[src/include/uss_pkg.sv]
/*
 Register map, field positions and reset values of the synchronous serial port.
 Assumes a 32-bit Wishbone slave with byte addresses; each register is one aligned word.
*/
package uss_pkg;
    localparam logic [7:0] ADDR_BAUD_CONTROL = 8'h00;
    localparam logic [7:0] ADDR_RECEIVE_STATUS_CONTROL = 8'h04;
    localparam logic [7:0] ADDR_BAUD_DIVISOR_LOW = 8'h08;
    localparam logic [7:0] ADDR_BAUD_DIVISOR_HIGH = 8'h0C;
    localparam logic [7:0] ADDR_TRANSMIT_DATA = 8'h10;
    localparam logic [7:0] ADDR_TRANSMIT_STATUS_CONTROL = 8'h14;
    localparam logic [7:0] ADDR_RECEIVE_DATA = 8'h18;
    localparam logic [7:0] ADDR_LINE_STATUS = 8'h1C;

    // baud_control
    localparam int BC_CLOCK_POLARITY = 4;
    localparam int BC_WIDE_DIVIDER = 3;
    // receive_status_control
    localparam int RS_PORT_ENABLE = 7;
    localparam int RS_NINE_BIT_RX = 6;
    localparam int RS_SINGLE_RX = 5;
    localparam int RS_CONT_RX = 4;
    localparam int RS_OVERRUN = 1;
    localparam int RS_RX_NINTH = 0;
    // transmit_status_control
    localparam int TS_MASTER_CLOCK = 7;
    localparam int TS_NINE_BIT_TX = 6;
    localparam int TS_TX_ENABLE = 5;
    localparam int TS_CLOCKED_MODE = 4;
    localparam int TS_HIGH_SPEED = 2;
    localparam int TS_SHIFT_EMPTY = 1;
    localparam int TS_TX_NINTH = 0;
    // line_status
    localparam int LS_RECEIVE_FLAG = 0;
    localparam int LS_TX_BUFFER_FULL = 1;

    localparam logic [7:0] RESET_BYTE = 8'h00;
    localparam logic [3:0] BITS_SHORT = 4'h8;
    localparam logic [3:0] BITS_LONG = 4'h9;

    typedef enum logic [2:0] {
        ST_IDLE,
        ST_MTX,
        ST_MRX,
        ST_STX,
        ST_SRX
    } uss_state_t;
endpackage : uss_pkg

[src/core/uss_sync_serial.sv]
/*
 Synchronous half-duplex serial port: master and slave, transmit and receive,
 two-character receive FIFO with overrun, nine-bit characters, Wishbone registers.
 Assumes the pins are resolved outside from the output enables and that the
 clock and data line inputs are already synchronous to clk_sys.
*/
`timescale 1ns/1ps
`default_nettype none

module uss_sync_serial #(
    parameter int FIFO_DEPTH = 2
) (
    input wire logic clk_sys,
    input wire logic arst_n,
    input wire logic wb_cyc_i,
    input wire logic wb_stb_i,
    input wire logic wb_we_i,
    input wire logic [7:0] wb_adr_i,
    input wire logic [3:0] wb_sel_i,
    input wire logic [31:0] wb_dat_i,
    output logic [31:0] wb_dat_o,
    output logic wb_ack_o,
    input wire logic data_line_i,
    output logic data_line_o,
    output logic data_line_oe,
    input wire logic clock_line_i,
    output logic clock_line_o,
    output logic clock_line_oe,
    output logic receive_flag_o
);
    localparam int PW = (FIFO_DEPTH > 1) ? $clog2(FIFO_DEPTH) : 1;
    localparam int CW = $clog2(FIFO_DEPTH + 1);
    localparam logic [CW-1:0] DEPTH_C = CW'(FIFO_DEPTH);
    localparam logic [PW-1:0] LAST_PTR = PW'(FIFO_DEPTH - 1);

    logic [1:0] rstSyncQ;
    logic rstN;
    always_ff @(posedge clk_sys or negedge arst_n) begin
        if (!arst_n) begin
            rstSyncQ <= 2'h0;
        end else begin
            rstSyncQ <= {rstSyncQ[0], 1'b1};
        end
    end
    assign rstN = rstSyncQ[1];

    // Control and status bits
    logic portEnQ, rx9Q, srenQ, crenQ, ovrQ, ovrCrenQ;
    logic csrcQ, tx9Q, txenQ, syncQ, brghQ, tx9dQ, sckpQ, brg16Q;
    logic [7:0] brgLoQ, brgHiQ, txBufQ;
    logic txBuf9Q, txFullQ;
    uss_pkg::uss_state_t stateQ;
    logic phaseQ, sclkQ, prevClkQ;
    logic [17:0] baudCntQ;
    logic [3:0] bitCntQ;
    logic [8:0] tsrQ, rxShQ;
    logic [8:0] fifoMem [FIFO_DEPTH];
    logic [PW-1:0] rdPtrQ, wrPtrQ;
    logic [CW-1:0] cntQ;
    logic [CW-1:0] cntD;

    // Bus decode
    logic busReq, wrEn, rdEn, popReq;
    assign busReq = wb_cyc_i & wb_stb_i;
    assign wrEn = busReq & wb_ack_o & wb_we_i & wb_sel_i[0];
    assign rdEn = busReq & wb_ack_o & !wb_we_i;

    function automatic logic hit(input logic [7:0] adr, input logic [7:0] target);
        hit = (adr[7:2] == target[7:2]);
    endfunction : hit

    assign popReq = rdEn & hit(wb_adr_i, uss_pkg::ADDR_RECEIVE_DATA) & (cntQ != '0);

    // Mode decode
    logic active, master, slave, rxMode, tick, lead, trail, lastRx, lastTx;
    logic [3:0] rxBits, txBits;
    logic [17:0] reload;
    logic [8:0] rxNext, rxChar;
    logic rxDone, push, overrun, txTake, sampleOk;
    assign active = portEnQ & syncQ;
    assign master = active & csrcQ;
    assign slave = active & !csrcQ;
    assign rxMode = srenQ | crenQ;
    assign rxBits = rx9Q ? uss_pkg::BITS_LONG : uss_pkg::BITS_SHORT;
    assign txBits = txBuf9Q ? uss_pkg::BITS_LONG : uss_pkg::BITS_SHORT;
    assign lastRx = (bitCntQ == rxBits - 4'h1);
    assign lastTx = (bitCntQ == txBits - 4'h1);
    // Divider reload: 16-bit when wide, else low byte; slow rate prescales by four only when not wide
    always_comb begin
        reload = '0;
        if (brg16Q) begin
            reload[15:0] = {brgHiQ, brgLoQ};
        end else begin
            reload[7:0] = brgLoQ;
        end
        if (!(brghQ | brg16Q)) begin
            reload = {reload[15:0], 2'b11};
        end
    end
    assign tick = (baudCntQ == '0);
    // Slave edges relative to idle level
    assign lead = (clock_line_i != sckpQ) & (prevClkQ == sckpQ);
    assign trail = (clock_line_i == sckpQ) & (prevClkQ != sckpQ);
    assign rxNext = {data_line_i, rxShQ[8:1]};
    assign rxChar = rx9Q ? rxNext : {1'b0, rxNext[8:1]};
    assign sampleOk = (stateQ == uss_pkg::ST_MRX) ? (master & rxMode & !ovrQ & tick & phaseQ)
                    : ((stateQ == uss_pkg::ST_SRX) & slave & rxMode & !ovrQ & trail);
    assign rxDone = sampleOk & lastRx;
    assign push = rxDone & (cntQ != DEPTH_C);
    assign overrun = rxDone & (cntQ == DEPTH_C);
    assign txTake = (stateQ == uss_pkg::ST_IDLE) & active & !rxMode & txenQ & txFullQ;

    // Wishbone slave: ack one cycle after request, drops next cycle
    always_ff @(posedge clk_sys or negedge rstN) begin
        if (!rstN) begin
            wb_ack_o <= 1'b0;
            wb_dat_o <= 32'h0000_0000;
        end else begin
            wb_ack_o <= busReq & !wb_ack_o;
            wb_dat_o <= 32'h0000_0000;
            if (busReq & !wb_ack_o & !wb_we_i) begin
                if (hit(wb_adr_i, uss_pkg::ADDR_BAUD_CONTROL)) begin
                    wb_dat_o[uss_pkg::BC_CLOCK_POLARITY] <= sckpQ;
                    wb_dat_o[uss_pkg::BC_WIDE_DIVIDER] <= brg16Q;
                end
                if (hit(wb_adr_i, uss_pkg::ADDR_RECEIVE_STATUS_CONTROL)) begin
                    wb_dat_o[uss_pkg::RS_PORT_ENABLE] <= portEnQ;
                    wb_dat_o[uss_pkg::RS_NINE_BIT_RX] <= rx9Q;
                    wb_dat_o[uss_pkg::RS_SINGLE_RX] <= srenQ;
                    wb_dat_o[uss_pkg::RS_CONT_RX] <= crenQ;
                    wb_dat_o[uss_pkg::RS_OVERRUN] <= ovrQ;
                    wb_dat_o[uss_pkg::RS_RX_NINTH] <= fifoMem[rdPtrQ][8] & (cntQ != '0);
                end
                if (hit(wb_adr_i, uss_pkg::ADDR_BAUD_DIVISOR_LOW)) begin
                    wb_dat_o[7:0] <= brgLoQ;
                end
                if (hit(wb_adr_i, uss_pkg::ADDR_BAUD_DIVISOR_HIGH)) begin
                    wb_dat_o[7:0] <= brgHiQ;
                end
                if (hit(wb_adr_i, uss_pkg::ADDR_TRANSMIT_STATUS_CONTROL)) begin
                    wb_dat_o[uss_pkg::TS_MASTER_CLOCK] <= csrcQ;
                    wb_dat_o[uss_pkg::TS_NINE_BIT_TX] <= tx9Q;
                    wb_dat_o[uss_pkg::TS_TX_ENABLE] <= txenQ;
                    wb_dat_o[uss_pkg::TS_CLOCKED_MODE] <= syncQ;
                    wb_dat_o[uss_pkg::TS_HIGH_SPEED] <= brghQ;
                    wb_dat_o[uss_pkg::TS_SHIFT_EMPTY] <= (stateQ != uss_pkg::ST_MTX) & (stateQ != uss_pkg::ST_STX);
                    wb_dat_o[uss_pkg::TS_TX_NINTH] <= tx9dQ;
                end
                if (hit(wb_adr_i, uss_pkg::ADDR_RECEIVE_DATA) & (cntQ != '0)) begin
                    wb_dat_o[7:0] <= fifoMem[rdPtrQ][7:0];
                end
                if (hit(wb_adr_i, uss_pkg::ADDR_LINE_STATUS)) begin
                    wb_dat_o[uss_pkg::LS_RECEIVE_FLAG] <= receive_flag_o;
                    wb_dat_o[uss_pkg::LS_TX_BUFFER_FULL] <= txFullQ;
                end
            end
        end
    end

    // Software control bits; the single receive enable self-clears after a master-mode character
    always_ff @(posedge clk_sys or negedge rstN) begin
        if (!rstN) begin
            {portEnQ, rx9Q, srenQ, crenQ} <= 4'h0;
            {csrcQ, tx9Q, txenQ, syncQ, brghQ, tx9dQ, sckpQ, brg16Q} <= uss_pkg::RESET_BYTE;
            brgLoQ <= uss_pkg::RESET_BYTE;
            brgHiQ <= uss_pkg::RESET_BYTE;
        end else begin
            if (rxDone & (stateQ == uss_pkg::ST_MRX)) begin
                srenQ <= 1'b0;
            end
            if (wrEn & hit(wb_adr_i, uss_pkg::ADDR_BAUD_CONTROL)) begin
                sckpQ <= wb_dat_i[uss_pkg::BC_CLOCK_POLARITY];
                brg16Q <= wb_dat_i[uss_pkg::BC_WIDE_DIVIDER];
            end
            if (wrEn & hit(wb_adr_i, uss_pkg::ADDR_RECEIVE_STATUS_CONTROL)) begin
                portEnQ <= wb_dat_i[uss_pkg::RS_PORT_ENABLE];
                rx9Q <= wb_dat_i[uss_pkg::RS_NINE_BIT_RX];
                srenQ <= wb_dat_i[uss_pkg::RS_SINGLE_RX];
                crenQ <= wb_dat_i[uss_pkg::RS_CONT_RX];
            end
            if (wrEn & hit(wb_adr_i, uss_pkg::ADDR_BAUD_DIVISOR_LOW)) begin
                brgLoQ <= wb_dat_i[7:0];
            end
            if (wrEn & hit(wb_adr_i, uss_pkg::ADDR_BAUD_DIVISOR_HIGH)) begin
                brgHiQ <= wb_dat_i[7:0];
            end
            if (wrEn & hit(wb_adr_i, uss_pkg::ADDR_TRANSMIT_STATUS_CONTROL)) begin
                csrcQ <= wb_dat_i[uss_pkg::TS_MASTER_CLOCK];
                tx9Q <= wb_dat_i[uss_pkg::TS_NINE_BIT_TX];
                txenQ <= wb_dat_i[uss_pkg::TS_TX_ENABLE];
                syncQ <= wb_dat_i[uss_pkg::TS_CLOCKED_MODE];
                brghQ <= wb_dat_i[uss_pkg::TS_HIGH_SPEED];
                tx9dQ <= wb_dat_i[uss_pkg::TS_TX_NINTH];
            end
        end
    end

    // Transmit holding register
    always_ff @(posedge clk_sys or negedge rstN) begin
        if (!rstN) begin
            txBufQ <= uss_pkg::RESET_BYTE;
            txBuf9Q <= 1'b0;
            txFullQ <= 1'b0;
        end else if (!portEnQ) begin
            txFullQ <= 1'b0;
        end else if (wrEn & hit(wb_adr_i, uss_pkg::ADDR_TRANSMIT_DATA)) begin
            txBufQ <= wb_dat_i[7:0];
            txBuf9Q <= tx9Q;
            txFullQ <= 1'b1;
        end else if (txTake) begin
            txFullQ <= 1'b0;
        end
    end

    // Overrun flag; set wins over every clear
    always_ff @(posedge clk_sys or negedge rstN) begin
        if (!rstN) begin
            ovrQ <= 1'b0;
            ovrCrenQ <= 1'b0;
        end else if (overrun) begin
            ovrQ <= 1'b1;
            ovrCrenQ <= crenQ;
        end else if (!portEnQ) begin
            ovrQ <= 1'b0;
        end else if (ovrCrenQ & !crenQ) begin
            ovrQ <= 1'b0;
        end else if (!ovrCrenQ & rdEn & hit(wb_adr_i, uss_pkg::ADDR_RECEIVE_DATA)) begin
            ovrQ <= 1'b0;
        end
    end

    // Receive FIFO; full FIFO refuses the new character and keeps its contents
    always_comb begin
        cntD = cntQ;
        if (push & !popReq) begin
            cntD = cntQ + CW'(1);
        end else if (popReq & !push) begin
            cntD = cntQ - CW'(1);
        end
    end
    always_ff @(posedge clk_sys or negedge rstN) begin
        if (!rstN) begin
            rdPtrQ <= '0;
            wrPtrQ <= '0;
            cntQ <= '0;
            receive_flag_o <= 1'b0;
        end else if (!portEnQ) begin
            rdPtrQ <= '0;
            wrPtrQ <= '0;
            cntQ <= '0;
            receive_flag_o <= 1'b0;
        end else begin
            if (push) begin
                wrPtrQ <= (wrPtrQ == LAST_PTR) ? '0 : wrPtrQ + PW'(1);
            end
            if (popReq) begin
                rdPtrQ <= (rdPtrQ == LAST_PTR) ? '0 : rdPtrQ + PW'(1);
            end
            cntQ <= cntD;
            receive_flag_o <= (cntD != '0);
        end
    end
    always_ff @(posedge clk_sys) begin
        if (push) begin
            fifoMem[wrPtrQ] <= rxChar;
        end
    end

    // Shift engine for both roles
    always_ff @(posedge clk_sys or negedge rstN) begin
        if (!rstN) begin
            stateQ <= uss_pkg::ST_IDLE;
            phaseQ <= 1'b0;
            baudCntQ <= '0;
            bitCntQ <= 4'h0;
            tsrQ <= '0;
            rxShQ <= '0;
            sclkQ <= 1'b0;
            prevClkQ <= 1'b0;
            data_line_o <= 1'b0;
        end else begin
            prevClkQ <= clock_line_i;
            baudCntQ <= tick ? reload : baudCntQ - 18'h0_0001;
            unique case (stateQ)
                uss_pkg::ST_IDLE: begin
                    sclkQ <= sckpQ;
                    phaseQ <= 1'b0;
                    bitCntQ <= 4'h0;
                    baudCntQ <= reload;
                    if (master & rxMode & !ovrQ) begin
                        stateQ <= uss_pkg::ST_MRX;
                    end else if (slave & rxMode & !ovrQ) begin
                        stateQ <= uss_pkg::ST_SRX;
                    end else if (txTake) begin
                        tsrQ <= {txBuf9Q & tx9dQ, txBufQ};
                        stateQ <= master ? uss_pkg::ST_MTX : uss_pkg::ST_STX;
                    end
                end
                uss_pkg::ST_MRX, uss_pkg::ST_MTX: begin
                    if (!master | ovrQ | ((stateQ == uss_pkg::ST_MRX) != rxMode)) begin
                        stateQ <= uss_pkg::ST_IDLE;
                        sclkQ <= sckpQ;
                    end else if (tick & !phaseQ) begin
                        sclkQ <= !sckpQ;
                        phaseQ <= 1'b1;
                        if (stateQ == uss_pkg::ST_MTX) begin
                            data_line_o <= tsrQ[0];
                            tsrQ <= {1'b0, tsrQ[8:1]};
                        end
                    end else if (tick) begin
                        sclkQ <= sckpQ;
                        phaseQ <= 1'b0;
                        bitCntQ <= bitCntQ + 4'h1;
                        if (stateQ == uss_pkg::ST_MRX) begin
                            rxShQ <= rxNext;
                            if (lastRx) begin
                                bitCntQ <= 4'h0;
                                stateQ <= crenQ ? uss_pkg::ST_MRX : uss_pkg::ST_IDLE;
                            end
                        end else if (lastTx) begin
                            stateQ <= uss_pkg::ST_IDLE;
                        end
                    end
                end
                uss_pkg::ST_SRX: begin
                    if (!slave | !rxMode | ovrQ) begin
                        stateQ <= uss_pkg::ST_IDLE;
                    end else if (trail) begin
                        rxShQ <= rxNext;
                        bitCntQ <= lastRx ? 4'h0 : bitCntQ + 4'h1;
                    end
                end
                uss_pkg::ST_STX: begin
                    if (!slave | rxMode) begin
                        stateQ <= uss_pkg::ST_IDLE;
                    end else if (lead) begin
                        data_line_o <= tsrQ[0];
                        tsrQ <= {1'b0, tsrQ[8:1]};
                    end else if (trail) begin
                        bitCntQ <= bitCntQ + 4'h1;
                        if (lastTx) begin
                            stateQ <= uss_pkg::ST_IDLE;
                        end
                    end
                end
            endcase
        end
    end

    // Pin drivers
    always_ff @(posedge clk_sys or negedge rstN) begin
        if (!rstN) begin
            data_line_oe <= 1'b0;
            clock_line_oe <= 1'b0;
        end else begin
            data_line_oe <= active & !rxMode & txenQ;
            clock_line_oe <= master;
        end
    end
    // Pin clock is the shift flop itself, so sampling meets the pin's trailing edge
    assign clock_line_o = sclkQ;
endmodule : uss_sync_serial

`default_nettype wire

[config.mk]
export PLATFORM = sky130hd
export DESIGN_NAME = uss_sync_serial
export DESIGN_NICKNAME = d
export VERILOG_FILES = /design/src/include/uss_pkg.sv /design/src/core/uss_sync_serial.sv
export SDC_FILE = /design/constraint.sdc
export NUM_CORES = 1
export LEC_CHECK = 0
export BUFFER_PORTS_ARGS = -buffer_cell sky130_fd_sc_hd__clkbuf_2
export CAP_MARGIN = 20
export CORE_MARGIN = 4
export CORE_UTILIZATION = 45
export CTS_BUF_LIST = sky130_fd_sc_hd__clkbuf_4 sky130_fd_sc_hd__clkbuf_8
export CTS_CLUSTER_DIAMETER = 80
export DETAILED_ROUTE_END_ITERATION = 12
export PLACE_DENSITY_LB_ADDON = 0.1
export REMOVE_ABC_BUFFERS = 1
export SYNTH_ARGS = -nofsm -noshare
export SYNTH_HDL_FRONTEND = slang
export SYNTH_SLANG_ARGS = --single-unit
[constraint.sdc]
create_clock -name clk_sys -period 4.29 [get_ports clk_sys]
set_input_delay 0.6435 -clock clk_sys [delete_from_list [all_inputs] [get_ports clk_sys]]
set_output_delay 0.6435 -clock clk_sys [all_outputs]
set_load 0.03 [all_outputs]
After elaboration in Yosys (flattened, before gate mapping) --
Memory sizes are Yosys's and may differ from the RTL's. Cells that the tools add are included.
Storage, ports and cells: input port bits 51, bits in latches 0, register bits after elaboration 105, memories kept 1, bits in writable memories 18, memory bits (read-only) 0, output and inout port bits 38
Memories:
- fifoMem | words 2, bits a word 9, read ports 1, clocked after Yosys merged registers in 0, write ports 1, line uss_sync_serial.sv:57 | logic [8:0] fifoMem [FIFO_DEPTH];
Cells by class: order comparisons 0, reductions and logical operators 32, div/mod/pow operators 0, add/sub/neg operators 8, bitwise operators 57, $mul 0, shift operators 0, muxes and demuxes 96, eq/ne operators 50
Operators by type and width (number):
- $mux 9 | 15
- $mux 18 | 3
- $and 1x1->1 | 50
- $mux 4 | 12
- $mux 3 | 14
- $mux 8 | 5
- $mux 1 | 32
- $ne 2x2->1 const B | 16
- $pmux 9 s3 | 1
- $eq 6x3->1 const B | 4
- $logic_not 18->1 | 1
- $pmux 9 s2 | 1
- $sub 18x1->18 const B | 1
- $mux 2 | 8
- $pmux 4 s4 | 1
- $ne 3x3->1 const B | 5
- $reduce_and 7->1 | 2
- $logic_not 1->1 | 13
- $eq 6x2->1 const B | 2
- $pmux 3 s4 | 1
- $reduce_bool 2->1 | 6
- $reduce_and 9->1 | 1
- $eq 4x4->1 | 2
- $ne 4x4->1 const B | 2
- other kinds (27) | 45

Depth between registers and ports, before layout --
depth after elaboration 15, depth in mapped cells 9, gate-level depth less buffers 8

Worst setup path after synthesis --
OpenSTA, ideal clock, no wires.
path kind reg-to-reg, start point register baudCntQ[10], end point memory fifoMem[1][0], enable pin, required time 3.863 ns, path slack 0.594 ns, data arrival time 3.269 ns, library setup time 0.427 ns, cell stages (with the launch flop) 6, path through dfrtp_1 > or4_4 > or2_4 > nor3b_1 > nand4_1 > a2111oi_0
Between the ends: word-level cells in the longest chain between the ends 8
RTL lines:
- start: declaration | line uss_sync_serial.sv:54 | logic [17:0] baudCntQ;
- start signal: assignment | line uss_sync_serial.sv:283 | baudCntQ <= tick ? reload : baudCntQ - 18'h0_0001;
- start signal: assignment | line uss_sync_serial.sv:289 | baudCntQ <= reload;
- $logic_not 18->1 | line uss_sync_serial.sv:100 | assign tick = (baudCntQ == '0);
- $and 1x1->1 (2 in series) | line uss_sync_serial.sv:106 | assign sampleOk = (stateQ == uss_pkg::ST_MRX) ? (master & rxMode & !ovrQ & tick & phaseQ)
- $mux 1 | line uss_sync_serial.sv:106
- $and 1x1->1 | line uss_sync_serial.sv:108 | assign rxDone = sampleOk & lastRx;
- $and 1x1->1 | line uss_sync_serial.sv:109 | assign push = rxDone & (cntQ != DEPTH_C);
- $mux 1 | line uss_sync_serial.sv:264 | if (push) begin
- $mux 1 (implied by the code) | line uss_sync_serial.sv:265 | fifoMem[wrPtrQ] <= rxChar;
- end: declaration | line uss_sync_serial.sv:57
Every way passes these cells.

Worst setup path in the final report --
start point register sckpQ, end point register rxShQ[8]
Between the ends: word-level cells in the longest chain between the ends 4, elaborated cells between the ends (all ways) 5, classes of those cells 3 x eq/ne; 1 x bitwise; 1 x reduce/logical
RTL lines:
- start: declaration | line uss_sync_serial.sv:49 | logic csrcQ, tx9Q, txenQ, syncQ, brghQ, tx9dQ, sckpQ, brg16Q;
- start signal: assignment | line uss_sync_serial.sv:164 | {csrcQ, tx9Q, txenQ, syncQ, brghQ, tx9dQ, sckpQ, brg16Q} <= uss_pkg::RESET_BYTE;
- start signal: assignment | line uss_sync_serial.sv:172 | sckpQ <= wb_dat_i[uss_pkg::BC_CLOCK_POLARITY];
- $eq 1x1->1 or $ne 1x1->1 (tied branches) | line uss_sync_serial.sv:103 | assign trail = (clock_line_i == sckpQ) & (prevClkQ != sckpQ);
- $and 1x1->1 (*) | line uss_sync_serial.sv:103
- $ne 2x2->1 (no line) (*)
- $reduce_and 7->1 (no line) (*)
- end signal: assignment | line uss_sync_serial.sv:315 | rxShQ <= rxNext;
- end signal: assignment | line uss_sync_serial.sv:329 | rxShQ <= rxNext;
- end: declaration | line uss_sync_serial.sv:56 | logic [8:0] tsrQ, rxShQ;
Mark *: on every way between the ends. The rest lies on a longest branch, timed or not. A chain may end at the register's enable or synchronous reset.

==> out/metrics.yaml <==
outcome: "finished clean"
cts_sinks: 122
netlist_area_um2: 6360
routed_wl_um: 14410
timing.setup.tns_ns: 0
track_usage: 0.1900
synthFlopType: "dfrtp_1"
postSynthAreaPerCell_um2: 11.12
ys_seq_area_frac: 0.4942
die_area_um2: 16100
syn_to_final_growth_pct: 10.23
cts_root_buf: "clkbuf_8"
die_x_um: 126.9
diodes: 0
core_area_um2: 13880
place_area_um2: 6626
dr.pass1.iters: 6
boundaryPins: 89
final-setup-viol-count: 0
routed-wl-met2_um: 6721
async_reset_ff_frac: 0.8525
dp.final_hpwl_um: 10410
reg2reg_setup_slack_ns: 1.23
ant_nets: 0
fin_area_um2: 7010
ys_seq_elements: 122
synth_cell_types: 70
drtIter0Drc: 376
ctsHoldBuffers: 1
period_share: 0.7143
fin_crit_ns: 3.065
cts_buffers: 17
fin_nets: 665
required_ns: 4.61
tightestPinTransition_ns: 0.8767
slew_violations: 0
via_per_inst: 5.556
post-cts-setup-buffers: 0
h-tree-depth: 4
hold_class: "reg -> reg"
maxSlewHeadroom: 0.4004
wl_met3_um: 693
rsz0062_at_grt: "false"
grt_antenna_before_repair: 0
synthTopCellsByArea: "dfrtp_1 41%, mux2_2 13%, edfxtp_1 8.5%"
crit_arrival_ns: 3.39
worst_setup_path_start_kind: "register"
yosys_warnings: 0
synth_top_area_frac: 0.4092
max_freq_mhz: 326.3
worst-setup-path-type: "reg -> reg"
met1_length_um: 6721
grt-ovfl-total: 0
fin_ws_ns: 1.225
cts_tree: "yes"
synth_cells: 572
place_congestion: 0.9054
place_ws_ns: 1.044
clock_skew_ns: 0.01332
dpl.cell_count: 769
crit_chain: "or3b_2, a2111oi_0, nand3b_1, a21oi_2, mux2_2"
power.density_nw_per_um2: 432.3
yosysTopAreaCell: "dfrtp_1"
hold_violations: 0
ctsResizeCount: 0
fillers: 1288
ir_drop_uv: 242.1
insertion_delay_ns: 0.44
cts.reportedPaths.clkPinSlew_ns: 0.07
grt_max_degree: 65
synth_most_common_cell: "dfrtp_1"
p_leak_nw: 3.125
top_layer: "met4"
port_buffers: 35
cts_buffer_depth: 2
synth_edf_count: 18
die_h_um: 126.9
avgRoutedWirePerCell_um: 17.96
cp-end-kind: "register"
vias: 4456
grt_pass1_vias: 4427
postLayoutCoreUtil: 0.5050
start_util: 0.4582
grt_pass1_wl_um: 23940
layout-drive-gt1-share: 0.2669
drc: 0
slowest_stage: "a2111oi_0"
crit_fanout: 8
drv_cap: 0
synth_common_cells: "104 x dfrtp_1, 72 x mux2_2, 43 x nand2_1"
max_stage_delay_ns: 0.82
num_rows: 43
final_cells: 802
cell type report:
type	count	area [µm²]	area share
clock buffers	26	332.8	0.04747
clock inverters	6	41.29	0.005890
inverters	10	37.54	0.005354
multi-input cells	418	3012	0.4296
flip-flops and latches	122	3147	0.4489
well taps	180	225.2	0.03213
repair buffers	40	215.2	0.03070
report_power, final:
group | internal (mW) | total, mW | switching (mW)
Sequential | 1.25 | 1.39 | 0.136
Clock | 0.501 | 0.948 | 0.447
Combinational | 0.270 | 0.693 | 0.423
Total | 2.02 | 3.03 | 1.01
flip-flops by register name, indices dropped and copies added (netlist names), 2 cells and up:
register,cells
rxShQ,8
txBufQ,8
bitCntQ,4
fifoMem,18
tsrQ,9
baudCntQ,18
brgLoQ,8
rstSyncQ,2
cntQ,2
brgHiQ,8
wb_dat_o,8
stateQ,3
per-layer routing:
layer | GRT usage | up-vias
met5 | 0 | -
li1 | - | 2118
met3 | 0.04884 | 19
met4 | 0.06120 | 0
met1 | 0.2596 | 2213
met2 | 0.2976 | 106
cells by family (layout without fill, tap and decap cells):
kind of cell / Yosys count / in the layout / synth area share
other: 2 / 25 / 0.001181
buffers and inverters: 55 / 82 / 0.04682
AOI/OAI and AO/OA: 89 / 89 / 0.09266
DFF: 122 / 122 / 0.4942
adders and majority gates: 6 / 6 / 0.01161
xor gates and xnor gates: 19 / 19 / 0.02617
muxes: 95 / 95 / 0.1664
and+or+nand+nor: 184 / 184 / 0.1609
cell usage in the layout (no fill, tap or decap), types with 8 or more instances in the layout:
cell      count
dfrtp_1     103
mux2_2       72
nand2_1      43
nor2_1       35
clkbuf_2     35
o21ai_0      33
conb_1       25
clkbuf_8     22
nand3_1      19
mux2i_1      18
edfxtp_1     18
a21oi_1      17
nor3_1       14
inv_1        10
xnor2_1      10
nand2b_1      9
xor2_1        9
and2_1        8
worst paths after layout:
check | start | end | cells past startpoint
worst max-delay path | sckpQ | rxShQ[8] | 5
worst min-delay path | rstSyncQ[0] | rstSyncQ[1] | 0
worst max register to register | sckpQ | rxShQ[8] | 5
worst min register to register | rstSyncQ[0] | rstSyncQ[1] | 0
max in group asynchronous | rstSyncQ[1] | brgHiQ[0] | 1
min in group asynchronous | rstSyncQ[1] | txBufQ[2] | 0
worst max-delay path: cells and delay by family, from the launching register on:
family / cells / cell delay (ns)
flops: 1 / 0.48
simple gates: 2 / 0.70
mux: 1 / 0.41
compound gates: 2 / 1.36
per-stage QoR:
stage,power (mW),hold slack (ns)
detailed placement,2.100,0.3412
global placement,2.084,0.3443
floorplan,1.907,0.3312
finish,3.031,0.3556
CTS,3.054,0.3503
global route,3.202,0.3522
(Power assumes the default switching activity.)
